--- config.mk ---
export PLATFORM = sky130hd
export DESIGN_NAME = brw_top
export DESIGN_NICKNAME = d
export VERILOG_FILES = /design/src/include/brw_pkg.sv /design/src/hw/brw_flag.sv /design/src/hw/brw_timer.sv /design/src/hw/brw_top.sv
export SDC_FILE = /design/constraint.sdc
export NUM_CORES = 1
export LEC_CHECK = 0
export ABC_AREA = 1
export BUFFER_PORTS_ARGS = -buffer_cell sky130_fd_sc_hd__buf_4
export CORE_UTILIZATION = 60
export CTS_CLUSTER_SIZE = 12
export DETAILED_ROUTE_END_ITERATION = 16
export GPL_ROUTABILITY_DRIVEN = 1
export GPL_TIMING_DRIVEN = 1
export PLACE_DENSITY = 0.88
export SYNTH_ARGS = -nofsm -noshare
export SYNTH_HDL_FRONTEND = slang
export SYNTH_SLANG_ARGS = --single-unit
--- constraint.sdc ---
create_clock -name clock -period 5.4 [get_ports clock]
set_input_delay 0.81 -clock clock [delete_from_list [all_inputs] [get_ports clock]]
set_output_delay 0.81 -clock clock [all_outputs]
set_load 0.05 [all_outputs]
--- src/include/brw_pkg.sv ---
// brw_pkg: shared constants and carrier types for the button, reset, watchdog and interrupt block.
// assumes a 250 MHz core clock; the tick and interrupt pulse cycle counts below are expressed from that rate.
package brw_pkg;

	// =========================================================================
	// clock and timebase
	localparam int CLK_PERIOD_NS   = 4;
	localparam int TICK_TIME_NS    = 1_000_000;
	localparam int TICK_CYCLES     = TICK_TIME_NS / CLK_PERIOD_NS;
	localparam int TICK_W          = 18;

	// =========================================================================
	// interrupt pulse: a least time, so round up
	localparam int INT_PULSE_NS     = 128_000;
	localparam int INT_PULSE_CYCLES = (INT_PULSE_NS + CLK_PERIOD_NS - 1) / CLK_PERIOD_NS;
	localparam int PULSE_W          = 16;

	// =========================================================================
	// adapter watchdog and rail cycling, counted in 1 ms ticks
	localparam int WATCHDOG_TIME_S  = 14;
	// ticks per second taken first so the product stays inside 32 bits
	localparam int WATCHDOG_TICKS   = WATCHDOG_TIME_S * (1_000_000_000 / TICK_TIME_NS);
	localparam int RAIL_OFF_TIME_MS = 100;
	localparam int RAIL_OFF_TICKS   = RAIL_OFF_TIME_MS * 1_000_000 / TICK_TIME_NS;
	localparam int MS_W             = 16;

	// =========================================================================
	// flag vector layout and reset values
	localparam int          NUM_FLAGS   = 7;
	localparam logic [6:0]  FLAGS_RESET = 7'h00;

	// =========================================================================
	// types
	typedef enum logic [1:0]
	{
		BRW_LP_SOFT_RESET_REQUEST = 2'h0,
		BRW_LP_NONE     = 2'h1,
		BRW_LP_SHIP     = 2'h2,
		BRW_LP_SHIP_ALT = 2'h3
	} brw_action_t;

	typedef struct packed
	{
		logic constantVoltage;
		logic chargeDone;
		logic inputLimitLoop;
		logic systemDroopLoop;
		logic inputDroopLoop;
		logic thermalFoldback;
	} brw_status_t;

	typedef struct packed
	{
		logic        resetWarning;
		brw_status_t src;
	} brw_flags_t;

endpackage

--- src/hw/brw_flag.sv ---
// brw_flag: one interrupt source: rising-edge detect, sticky flag, mask gating.
// assumes clear is a one-cycle pulse from the host read of the flag.
`timescale 1ns/1ps
module brw_flag
(
	input  wire logic clock,
	input  wire logic rstn,
	input  wire logic cond,
	input  wire logic mask,
	input  wire logic clear,
	output logic      flag,
	output logic      rise,
	output logic      fire
);

	// =========================================================================
	// edge, flag and fire
	logic condPrev_reg;
	logic flag_reg;
	logic flag_next;

	assign rise      = cond && !condPrev_reg;
	// only a fresh edge while unmasked and with the flag clear raises a pulse
	assign fire      = rise && !mask && !flag_reg;
	// set wins over a clear in the same cycle
	assign flag_next = rise || (flag_reg && !clear);
	assign flag      = flag_reg;

	always_ff @(posedge clock or negedge rstn)
	begin
		if (!rstn)
		begin
			condPrev_reg <= 1'b0;
			flag_reg     <= 1'b0;
		end
		else
		begin
			condPrev_reg <= cond;
			flag_reg     <= flag_next;
		end
	end
endmodule // brw_flag

--- src/hw/brw_timer.sv ---
// brw_timer: saturating up-counter with synchronous clear.
// assumes an active-low asynchronous reset already synchronised by the parent.
`timescale 1ns/1ps
module brw_timer
#(
	parameter int W = 16
)
(
	input  wire logic         clock,
	input  wire logic         rstn,
	input  wire logic         clear,
	input  wire logic         run,
	output logic [W-1:0]      count
);

	// =========================================================================
	// counter
	logic [W-1:0] count_reg;
	logic [W-1:0] count_next;
	wire  logic   atTop = &count_reg;

	// saturates so a stalled timer cannot wrap into a false expiry
	assign count_next = clear ? '0 : ((run && !atTop) ? count_reg + 1'b1 : count_reg);
	assign count      = count_reg;

	always_ff @(posedge clock or negedge rstn)
	begin
		if (!rstn)
			count_reg <= '0;
		else
			count_reg <= count_next;
	end

endmodule // brw_timer

--- src/hw/brw_top.sv ---
// brw_top: long-press action, reset warning, adapter watchdog, interrupt pulse, charger flags.
// assumes all inputs synchronous to clock except the button; flag clears are read pulses.
`timescale 1ns/1ps
module brw_top
#(
	parameter int TICK_CYCLES      = brw_pkg::TICK_CYCLES,
	parameter int INT_PULSE_CYCLES = brw_pkg::INT_PULSE_CYCLES,
	parameter int WATCHDOG_TICKS   = brw_pkg::WATCHDOG_TICKS,
	parameter int RAIL_OFF_TICKS   = brw_pkg::RAIL_OFF_TICKS
)
(
	input  wire logic                       clock,
	input  wire logic                       rstn,
	input  wire logic                       buttonInputN,
	input  wire brw_pkg::brw_action_t       longPressActionSel,
	input  wire logic [brw_pkg::MS_W-1:0]   longPressResetMs,
	input  wire logic [brw_pkg::MS_W-1:0]   resetWarnLeadMs,
	input  wire logic                       resetNeedsInputPower,
	input  wire logic                       inputSupplyValid,
	input  wire logic                       softResetRequest,
	input  wire logic                       adapterWatchdogEnable,
	input  wire logic                       busTransaction,
	input  wire logic                       startupDone,
	input  wire logic                       startupFault,
	input  wire brw_pkg::brw_status_t       chargerStatus,
	input  wire logic                       chargeEnableToggle,
	input  wire logic                       rechargeReached,
	input  wire logic                       timerDoubleOption,
	input  wire brw_pkg::brw_flags_t        flagMask,
	input  wire brw_pkg::brw_flags_t        flagClear,
	output brw_pkg::brw_flags_t             flagsOut,
	output logic                            intOut,
	output logic                            intOutEn,
	output logic                            systemRailEnable,
	output logic                            alwaysOnRailEnable,
	output logic                            hwResetActive,
	output logic                            shipModeEntry,
	output logic                            chargePause,
	output logic                            safetyTimerReset,
	output logic                            safetyTimerDouble
);

	// =========================================================================
	// reset release and button synchroniser
	logic [1:0] rstSync_reg;
	logic       rstnInt;
	logic       btnMeta_reg;
	logic       btnSync_reg;

	always_ff @(posedge clock or negedge rstn)
	begin
		if (!rstn)
			rstSync_reg <= 2'h0;
		else
			rstSync_reg <= {rstSync_reg[0], 1'b1};
	end
	assign rstnInt = rstSync_reg[1];

	always_ff @(posedge clock or negedge rstnInt)
	begin
		if (!rstnInt)
		begin
			btnMeta_reg <= 1'b1;
			btnSync_reg <= 1'b1;
		end
		else
		begin
			btnMeta_reg <= buttonInputN;
			btnSync_reg <= btnMeta_reg;
		end
	end

	// =========================================================================
	// millisecond timebase, free running
	localparam logic [brw_pkg::TICK_W-1:0]  TICK_LAST  = brw_pkg::TICK_W'(TICK_CYCLES - 1);
	localparam logic [brw_pkg::MS_W-1:0]    WD_LAST    = brw_pkg::MS_W'(WATCHDOG_TICKS);
	localparam logic [brw_pkg::MS_W-1:0]    RAIL_LAST  = brw_pkg::MS_W'(RAIL_OFF_TICKS - 1);
	localparam logic [brw_pkg::PULSE_W-1:0] PULSE_LAST = brw_pkg::PULSE_W'(INT_PULSE_CYCLES - 1);

	logic [brw_pkg::TICK_W-1:0] tickCount;
	wire  logic                 tickHit = (tickCount == TICK_LAST);

	brw_timer #(.W(brw_pkg::TICK_W)) u_tick
	(
		.clock (clock),
		.rstn  (rstnInt),
		.clear (tickHit),
		.run   (1'b1),
		.count (tickCount)
	);

	// =========================================================================
	// long press measurement and action
	logic                      pressedPrev_reg;
	logic                      lpFired_reg;
	logic                      armReset_reg;
	logic                      vinOk_reg;
	logic [brw_pkg::MS_W-1:0]  lpTime_reg;
	logic [brw_pkg::MS_W-1:0]  warnLead_reg;
	logic [brw_pkg::MS_W-1:0]  pressMs;

	wire logic pressed    = !btnSync_reg;
	wire logic pressStart = pressed && !pressedPrev_reg;
	// the timer durations are frozen for the press so a mid-press rewrite cannot shorten it
	wire logic lpExpire   = pressed && !pressStart && !lpFired_reg && (pressMs >= lpTime_reg);
	wire logic vinOkNow   = vinOk_reg && inputSupplyValid;
	wire logic selReset   = (longPressActionSel == brw_pkg::BRW_LP_SOFT_RESET_REQUEST);
	wire logic selShip    = longPressActionSel[1];
	wire logic lpReset    = lpExpire && selReset && armReset_reg
		&& (!resetNeedsInputPower || vinOkNow);
	wire logic warnCond   = pressed && !pressStart && !lpFired_reg
		&& (({1'b0, pressMs} + {1'b0, warnLead_reg}) >= {1'b0, lpTime_reg});

	brw_timer #(.W(brw_pkg::MS_W)) u_press
	(
		.clock (clock),
		.rstn  (rstnInt),
		.clear (!pressed),
		.run   (pressed && tickHit),
		.count (pressMs)
	);

	always_ff @(posedge clock or negedge rstnInt)
	begin
		if (!rstnInt)
		begin
			pressedPrev_reg <= 1'b0;
			lpFired_reg     <= 1'b0;
			armReset_reg    <= 1'b0;
			vinOk_reg       <= 1'b0;
			lpTime_reg      <= '0;
			warnLead_reg    <= '0;
		end
		else
		begin
			pressedPrev_reg <= pressed;
			// one action per press; the button must be released to re-arm
			lpFired_reg     <= pressed && (lpFired_reg || lpExpire);
			if (pressStart)
			begin
				lpTime_reg   <= longPressResetMs;
				warnLead_reg <= resetWarnLeadMs;
				armReset_reg <= selReset;
				vinOk_reg    <= inputSupplyValid;
			end
			else
				vinOk_reg    <= vinOkNow;
		end
	end

	// =========================================================================
	// adapter watchdog
	logic                     supplyPrev_reg;
	logic                     wdArmed_reg;
	logic [brw_pkg::MS_W-1:0] wdCount;

	wire logic adapterConnect = inputSupplyValid && !supplyPrev_reg;
	wire logic supplyToggle   = inputSupplyValid != supplyPrev_reg;
	wire logic wdExpire       = wdArmed_reg && (wdCount == WD_LAST);

	brw_timer #(.W(brw_pkg::MS_W)) u_wd
	(
		.clock (clock),
		.rstn  (rstnInt),
		.clear (!wdArmed_reg || adapterConnect),
		.run   (wdArmed_reg && tickHit),
		.count (wdCount)
	);

	always_ff @(posedge clock or negedge rstnInt)
	begin
		if (!rstnInt)
		begin
			supplyPrev_reg <= 1'b0;
			wdArmed_reg    <= 1'b0;
		end
		else
		begin
			supplyPrev_reg <= inputSupplyValid;
			wdArmed_reg    <= adapterWatchdogEnable && inputSupplyValid
				&& (adapterConnect || (wdArmed_reg && !busTransaction && !wdExpire));
		end
	end

	// =========================================================================
	// hardware reset sequencer
	typedef enum logic {RST_IDLE, RST_OFF} brw_rst_state_t;
	brw_rst_state_t           rstState_reg;
	brw_rst_state_t           rstState_next;
	logic [brw_pkg::MS_W-1:0] railMs;
	logic                     aon_reg;
	logic                     ship_reg;

	wire logic hwResetReq = lpReset || softResetRequest || wdExpire;
	wire logic railDone   = (railMs == RAIL_LAST) && tickHit;

	brw_timer #(.W(brw_pkg::MS_W)) u_rail
	(
		.clock (clock),
		.rstn  (rstnInt),
		.clear (rstState_reg == RST_IDLE),
		.run   ((rstState_reg == RST_OFF) && tickHit),
		.count (railMs)
	);

	always_comb
	begin
		rstState_next = rstState_reg;
		unique case (rstState_reg)
			RST_IDLE: if (hwResetReq) rstState_next = RST_OFF;
			RST_OFF:  if (railDone) rstState_next = RST_IDLE;
		endcase
	end

	always_ff @(posedge clock or negedge rstnInt)
	begin
		if (!rstnInt)
		begin
			rstState_reg <= RST_IDLE;
			aon_reg      <= 1'b0;
			ship_reg     <= 1'b0;
		end
		else
		begin
			rstState_reg <= rstState_next;
			aon_reg      <= 1'b1;
			ship_reg     <= lpExpire && selShip;
		end
	end

	// only the system rail cycles; the always-on rail is untouched by any hardware reset request
	assign systemRailEnable   = (rstState_reg == RST_IDLE);
	assign alwaysOnRailEnable = aon_reg;
	assign hwResetActive      = (rstState_reg == RST_OFF);
	assign shipModeEntry      = ship_reg;

	// =========================================================================
	// flags and interrupt pulse
	logic [brw_pkg::NUM_FLAGS-1:0] condVec;
	logic [brw_pkg::NUM_FLAGS-1:0] flagVec;
	logic [brw_pkg::NUM_FLAGS-1:0] riseVec;
	logic [brw_pkg::NUM_FLAGS-1:0] fireVec;
	logic                          startSeen_reg;
	logic                          intValid_reg;
	logic                          pulseActive_reg;
	logic [brw_pkg::PULSE_W-1:0]   pulseCount;
	brw_pkg::brw_flags_t           condAll;
	brw_pkg::brw_flags_t           riseAll;

	assign condAll = '{resetWarning: warnCond, src: chargerStatus};
	assign condVec = condAll;
	assign riseAll = riseVec;

	genvar gi;
	generate
		for (gi = 0; gi < brw_pkg::NUM_FLAGS; gi++)
		begin : g_flag
			brw_flag u_flag
			(
				.clock (clock),
				.rstn  (rstnInt),
				.cond  (condVec[gi]),
				.mask  (flagMask[gi]),
				.clear (flagClear[gi]),
				.flag  (flagVec[gi]),
				.rise  (riseVec[gi]),
				.fire  (fireVec[gi])
			);
		end
	endgenerate

	wire logic anyFire   = intValid_reg && (|fireVec);
	wire logic pulseLast = (pulseCount == PULSE_LAST);

	brw_timer #(.W(brw_pkg::PULSE_W)) u_pulse
	(
		.clock (clock),
		.rstn  (rstnInt),
		.clear (anyFire || !pulseActive_reg),
		.run   (pulseActive_reg),
		.count (pulseCount)
	);

	always_ff @(posedge clock or negedge rstnInt)
	begin
		if (!rstnInt)
		begin
			startSeen_reg   <= 1'b0;
			intValid_reg    <= 1'b0;
			pulseActive_reg <= 1'b0;
		end
		else
		begin
			startSeen_reg   <= startSeen_reg || startupDone;
			// a fault at start-up leaves interrupts off until the next reset
			if (startupDone && !startSeen_reg)
				intValid_reg <= !startupFault;
			// a new event during a pulse restarts it rather than being lost
			pulseActive_reg <= anyFire || (pulseActive_reg && !pulseLast);
		end
	end

	assign flagsOut = brw_pkg::brw_flags_t'(flagVec);
	assign intOutEn = pulseActive_reg;
	assign intOut   = 1'b0;

	// =========================================================================
	// charger response
	logic pause_reg;
	logic stReset_reg;
	logic stDouble_reg;

	wire logic loopActive = chargerStatus.inputLimitLoop || chargerStatus.systemDroopLoop
		|| chargerStatus.inputDroopLoop || chargerStatus.thermalFoldback;

	always_ff @(posedge clock or negedge rstnInt)
	begin
		if (!rstnInt)
		begin
			pause_reg    <= 1'b0;
			stReset_reg  <= 1'b0;
			stDouble_reg <= 1'b0;
		end
		else
		begin
			pause_reg    <= riseAll.src.chargeDone
				|| (pause_reg && !supplyToggle && !chargeEnableToggle && !rechargeReached);
			stReset_reg  <= riseAll.src.chargeDone;
			stDouble_reg <= timerDoubleOption && loopActive;
		end
	end

	assign chargePause       = pause_reg;
	assign safetyTimerReset  = stReset_reg;
	assign safetyTimerDouble = stDouble_reg;
endmodule // brw_top

==> flow_metrics.env, run 1 <==
export IMPL_cts_resized=0
export IMPL_hold_viol_final=0
export IMPL_synthAdderAreaFrac_pct=8.31
export IMPL_path_clk_slew_ns=0.06
export IMPL_rr_worst_depth=23
export IMPL_start_util_pct=61.4
export IMPL_arrival_ns=3.88
export IMPL_cts_root_buf="clkbuf_16"
export IMPL_clk_latency_ns=0.43
export IMPL_synth_flop_cell="dfrtp_1"
export IMPL_path_max_fanout=16
export IMPL_cts_max_path_buffers=2
export IMPL_yosys_cell_count_top_type="nand2_1"
export IMPL_switchingPower_uw=768
export IMPL_min_period_over_period_pct=66.0
export IMPL_synth_area_top_cells="dfrtp_1, ha_1, nand2_1"
export IMPL_critPathCaptureType="flip-flop"
export IMPL_peakVddDrop_v=0.000261
export IMPL_synth_compound_area_share_pct=11.6
export IMPL_setup_viol=0
export IMPL_synth_avg_cell_area_um2=8.58
export IMPL_gr_usage_all_layers_pct=27.2
export IMPL_start_kind="flip-flop"
export IMPL_cts_tree="done"
export IMPL_seq_area_frac_synth_pct=43.2
export IMPL_yosysWarnings=0
export IMPL_largest_reg_flops=18
export IMPL_r2r_start="u_press.count[0]"
export IMPL_synth_xor_area_share_pct=4.22
export IMPL_dieArea_mm2=0.0147
export IMPL_rrSetupSlack_ns=1.83
export IMPL_p_total_uw=2710
export IMPL_cts_hold_buf=0
export IMPL_n_antenna_cell=0
export IMPL_clock_sinks=147
export IMPL_fin_nets=1201
export IMPL_io_pins=83
export IMPL_cts_htree_levels=4
export IMPL_power_per_cell_area_mw_per_mm2=277
export IMPL_p_leak_uw=0.00470
export IMPL_grt_pass1_wl_um=31200
export IMPL_die_w_um=121
export IMPL_status="completed"
export IMPL_grt_pass1_vias=6864
export IMPL_synthMuxAreaShare_pct=2.36
export IMPL_viasPerCell=5.48
export IMPL_portBuffers=81
export IMPL_place_hpwl_um=13800
export IMPL_drv_cap=0
export IMPL_ant_nets=0
export IMPL_yosysTopAreaCellShare_pct=42.6
export IMPL_pwr_share_comb_pct=15.2
export IMPL_synth_edf_count=0
export IMPL_min_path_type="primary input to async pin"
export IMPL_sw_frac_of_total_pct=28.3
export IMPL_layout_drive_gt1_share_pct=18.3
export IMPL_area_delta_synth_final_pct=15.0
export IMPL_gp_congestion=0.918
export IMPL_via_count=6962
export IMPL_p_int_uw=1950
export IMPL_drt_total_wl_um=18200
export IMPL_pwr_share_clk_pct=39.2
export IMPL_cp_data_required_time_ns=5.71
export IMPL_grt_antenna_before_repair=0
export IMPL_cts_buffers_inserted=17
export IMPL_rr_endpoint="u_pulse.count[9]"
export IMPL_netlist_top_cells_count="nand2_1, dfrtp_1, inv_1"
export IMPL_wl_per_cell_um=14.3
export IMPL_drv_slew=0
export IMPL_seqPwrFrac_pct=45.6
export IMPL_yosysUniqueCellTypes=59
export IMPL_grt_max_degree=72
export IMPL_netlist_area_mm2=0.00852
export IMPL_setup_tns_ns=0
export IMPL_period_minus_slack_ns=3.57
export IMPL_grt_setup_unrepaired="false"
export IMPL_dr_pass1_iters=5
export IMPL_yosys_area_top_type="dfrtp_1"
export IMPL_skew_ns=0.00949
export IMPL_drtIter0Drc=464
export IMPL_post_cts_buffers=0
export IMPL_worst_pin_slew_ns=0.955
export IMPL_grt_ovfl_total=0
export IMPL_max_slew_margin_pct=36.1
export IMPL_async_flop_share_pct=100
export IMPL_synth_top_family_by_area="simple AND/OR/NAND/NOR gates"
export IMPL_synth_seq_cells=147
export IMPL_fmax_mhz=280
export IMPL_die_h_um=121
export IMPL_drc=0
export IMPL_fp_row_count=43
export IMPL_synth_cells=993
export IMPL_coreArea_mm2=0.0139
export IMPL_synthSimpleGateAreaFrac_pct=22.1
export IMPL_crit_type="flip-flop to flip-flop"
## cells in the final DEF (no fill, tap or decap), drive strengths merged, types with 2 or more instances in the layout
cell type and n:
mux2 17, xnor2 8, nand4 21, xor2 33, clkinvlp 3, o22ai 12
nor3 41, o21ai 65, dfstp 2, o21a 3, nor2 89, inv 154
o31ai 9, nand2 171, conb 3, buf 84, clkinv 7, a31oi 4
nand3 54, a21oi 58, ha 55, clkbuf 21, a21boi 4, nor4 9
a211oi 3, dfrtp 145
## worst max-delay path, cell delays in order (launching register included)
cell and delay [ns]:
dfrtp_1 0.38, ha_1 0.18, inv_1 0.06, fa_1 0.43
o21ai_2 0.24, nand2_1 0.09, o211ai_2 0.09, nand2_1 0.09
nand2_1 0.09, a21boi_0 0.14, o21ai_0 0.23, xor2_1 0.10
ha_1 0.30, nand2_1 0.07, nor3_1 0.13, nand4_1 0.11
nand4_1 0.08, nor2_1 0.06, nand2_1 0.07, nand4_1 0.11
nand2_1 0.10, nand2_2 0.07, nand2_4 0.16, nor2_1 0.07
## worst max path at each step
| stage | start | end |
|---|---|---|
| floorplan | rstSync_reg[1] | alwaysOnRailEnable |
| global placement | u_press.count[0] | u_pulse.count[3] |
| detailed placement | u_press.count[0] | u_pulse.count[9] |
| CTS | u_press.count[0] | u_pulse.count[9] |
| global route | u_press.count[0] | u_pulse.count[9] |
| finish | u_press.count[0] | u_pulse.count[9] |
## power groups by stage
| stage | Sequential (µW) | Combinational, µW | Clock [µW] |
|---|---|---|---|
| 2_1_floorplan | 1250 | 285 | 0 |
| 3_3_place_gp | 1250 | 393 | 0 |
| 3_5_place_dp | 1260 | 409 | 0 |
| 4_1_cts | 1240 | 414 | 1080 |
| 5_1_grt | 1250 | 470 | 1130 |
| 6_report | 1240 | 412 | 1060 |
## routing by layer
| layer | global-route usage [%] | up-vias | routed length, µm |
|---|---|---|---|
| met5 | 0 | - | 0 |
| met4 | 11.4 | 0 | 638 |
| met3 | 5.97 | 44 | 757 |
| met2 | 45.7 | 156 | 8930 |
| met1 | 33.9 | 3287 | 7890 |
| li1 | - | 3475 | - |
## final cells by class
class | count | area [µm²]
clock buffer | 21 | 450
timing repair buffer | 84 | 631
sequential | 147 | 3680
clock inverter | 11 | 81.3
fill | 1047 | 4080
inverter | 153 | 576
tap | 180 | 225
multi-input combinational | 675 | 4150
## cells by family (layout without fill, tap and decap cells)
group,Yosys count,after routing
xor+xnor,41,41
other cells,2,3
flops,147,147
mux,18,18
buf+inv,172,269
simple gates,390,390
fa+ha+maj,56,56
compound gates,167,167
## stage by stage
step / cell area (µm²) / util [%] / setup slack [ns] / hold slack [ns] / cells
after floorplan: 8520 / - / 1.00 / 0.331 / 994
after global placement: 9270 / 66.8 / 1.98 / 0.335 / 1239
after detailed placement: 9270 / 66.8 / 1.86 / 0.345 / 1239
after CTS: 9800 / 70.6 / 1.85 / 0.139 / 1271
after global routing: 9800 / 70.6 / 1.49 / 0.142 / 1271
final: 9800 / 70.6 / 1.83 / 0.149 / 1271
Power figures use the tool's default switching activity.
==> run 2, diff against run 1 <==
- CORE_UTILIZATION: 60 -> 54
- PLACE_DENSITY: 0.88 -> 0.84
- clock period: 5.4 -> 3.04 ns (I/O delays scaled with it)
==> flow_metrics.env, run 2 (synthesis gave the netlist of run 1 again) <==
export IMPL_period_minus_slack_ns=3.50
export IMPL_min_period_over_period_pct=115
export IMPL_grt_ovfl_total=0
export IMPL_critPathCaptureType="flip-flop"
export IMPL_start_util_pct=55.6
export IMPL_drc=0
export IMPL_fmax_mhz=286
export IMPL_path_clk_slew_ns=0.06
export IMPL_die_h_um=128
export IMPL_clock_sinks=147
export IMPL_largest_reg_flops=18
export IMPL_fill_cells=1172
export IMPL_area_delta_synth_final_pct=23.0
export IMPL_instances_no_fill=1348
export IMPL_grt_max_degree=68
export IMPL_arrival_ns=3.82
export IMPL_power_per_cell_area_mw_per_mm2=499
export IMPL_mostFrequentLayoutCell="nand2_1"
export IMPL_crit_chain="ha_2 -> inv_2 -> fa_2 -> o21ai_4 -> nand2_1 -> o211ai_2 -> nand2_2 -> buf_4 -> buf_4 -> buf_4 -> buf_4 -> buf_4 -> buf_4 -> buf_4 -> buf_4 -> nor2_1 -> nor2_2 -> nand2_1 -> nand4_1 -> nand2_1 -> nand2_4 -> nand2_8 -> nor2_1"
export IMPL_dieArea_mm2=0.0163
export IMPL_io_pins=83
export IMPL_cts_htree_levels=4
export IMPL_p_leak_uw=0.00500
export IMPL_start_kind="flip-flop"
export IMPL_cp_data_required_time_ns=3.36
export IMPL_n_antenna_cell=0
export IMPL_dpl_cell_count=1302
export IMPL_ant_nets=0
export IMPL_layout_common_cells="nand2_1, dfrtp_1, inv_1"
export IMPL_clk_latency_ns=0.44
export IMPL_grt_pass1_vias=7266
export IMPL_place_hpwl_um=14100
export IMPL_min_path_type="primary input to flip-flop"
export IMPL_drt_total_wl_um=20600
export IMPL_skew_ns=0.00953
export IMPL_grt_pass1_wl_um=33800
export IMPL_fp_row_count=45
export IMPL_via_count=7358
export IMPL_status="finished, violations left"
export IMPL_critPathSlowestCell="fa_2"
export IMPL_drtIter0Drc=443
export IMPL_dr_pass1_iters=5
export IMPL_hold_viol_final=0
export IMPL_gp_congestion=0.909
export IMPL_gr_usage_all_layers_pct=26.5
export IMPL_layout_drive_gt1_share_pct=24.7
export IMPL_portBuffers=81
export IMPL_max_slew_margin_pct=37.4
export IMPL_worst_pin_slew_ns=0.937
export IMPL_cts_root_buf="clkbuf_16"
export IMPL_peakVddDrop_v=0.000391
export IMPL_crit_type="flip-flop to flip-flop"
export IMPL_path_max_fanout=8
export IMPL_grt_setup_unrepaired="true"
export IMPL_coreArea_mm2=0.0153
export IMPL_violations="setup timing"
export IMPL_cpPeakStageDelay_ns=0.37
export IMPL_worst_path_most_repeated_cell="buf_4"
export IMPL_cp_startpoint="u_press.count[0]"
export IMPL_cts_max_path_buffers=2
export IMPL_p_total_uw=5230
export IMPL_r2r_start="u_press.count[0]"
export IMPL_setup_ws_ns=-0.461
export IMPL_worstHoldStart="buttonInputN"
export IMPL_drv_slew=0
export IMPL_fin_nets=1248
export IMPL_setup_viol=19
export IMPL_die_w_um=128
export IMPL_viasPerCell=5.46
export IMPL_grt_antenna_before_repair=0
export IMPL_cts_buffers_inserted=17
export IMPL_wl_per_cell_um=15.2
export IMPL_cts_tree="done"
export IMPL_drv_cap=0
run 2: power by group:
part / switching [µW] / internal (µW)
Combinational: 494 / 360
Clock: 879 / 1300
Sequential: 112 / 2090
Total: 1480 / 3750
run 2: path summary, 6_finish.rpt:
kind | endpoint | slack [ns] | depth (start not counted)
worst min-delay path | btnMeta_reg | 0.13 | 1
worst max register to register | u_pulse.count[2] | -0.46 | 23
min in group asynchronous | rstSync_reg[1] | 0.34 | 2
worst min register to register | u_wd.count[2] | 0.35 | 0
max in group asynchronous | lpTime_reg[10] | 1.84 | 1
worst max-delay path | u_pulse.count[2] | -0.46 | 23
run 2: repair_timing:
action,4_1_cts,5_1_grt
endpoints found under the hold margin,2,0
setup endpoints to repair,19,19
hold buffers,1,0
cloned,1,0
pin swaps,4,11
buffers inserted,10,3
resized for setup,19,22
run 2: stage by stage:
| step | cell area [µm²] | hold WS [ns] | worst slack (ns) | utilization (%) | TNS (ns) |
|---|---|---|---|---|---|
| 2_1_floorplan | 8530 | 0.160 | 0.00683 | - | 0 |
| 3_3_place_gp | 9560 | 0.239 | -0.187 | 62.4 | -3.00 |
| 3_5_place_dp | 9560 | 0.240 | -0.425 | 62.4 | -7.06 |
| 4_1_cts | 10300 | 0.116 | -0.244 | 67.5 | -3.95 |
| 5_1_grt | 10500 | 0.113 | -0.607 | 68.4 | -10.91 |
| 6_report | 10500 | 0.126 | -0.461 | 68.4 | -8.09 |
run 2: layout make-up:
cell class	instances	area [µm²]	share of cell area (%)
multi-input combinational	676	4360	41.6
clock inverter	14	180	1.72
timing repair buffer	130	991	9.46
sequential	147	3680	35.2
clock buffer	17	425	4.06
tap	211	264	2.52
inverter	153	576	5.49
run 2: worst max-delay path: cells and delay by family, from the launching register on:
| kind | cells | cell delay (ns) |
|---|---|---|
| flip-flops | 1 | 0.36 |
| buffers and inverters | 9 | 1.05 |
| AO/OA/AOI/OAI | 2 | 0.26 |
| adder cells (fa/ha/maj) | 2 | 0.57 |
| AND/OR/NAND/NOR | 10 | 1.13 |
run 2: per-layer routing:
metal	GRT usage, %	vias up	routed length, µm
met5	0	-	0
met4	13.5	0	772
met3	5.03	69	949
met2	45.0	235	10200
met1	32.3	3491	8680
li1	-	3563	-
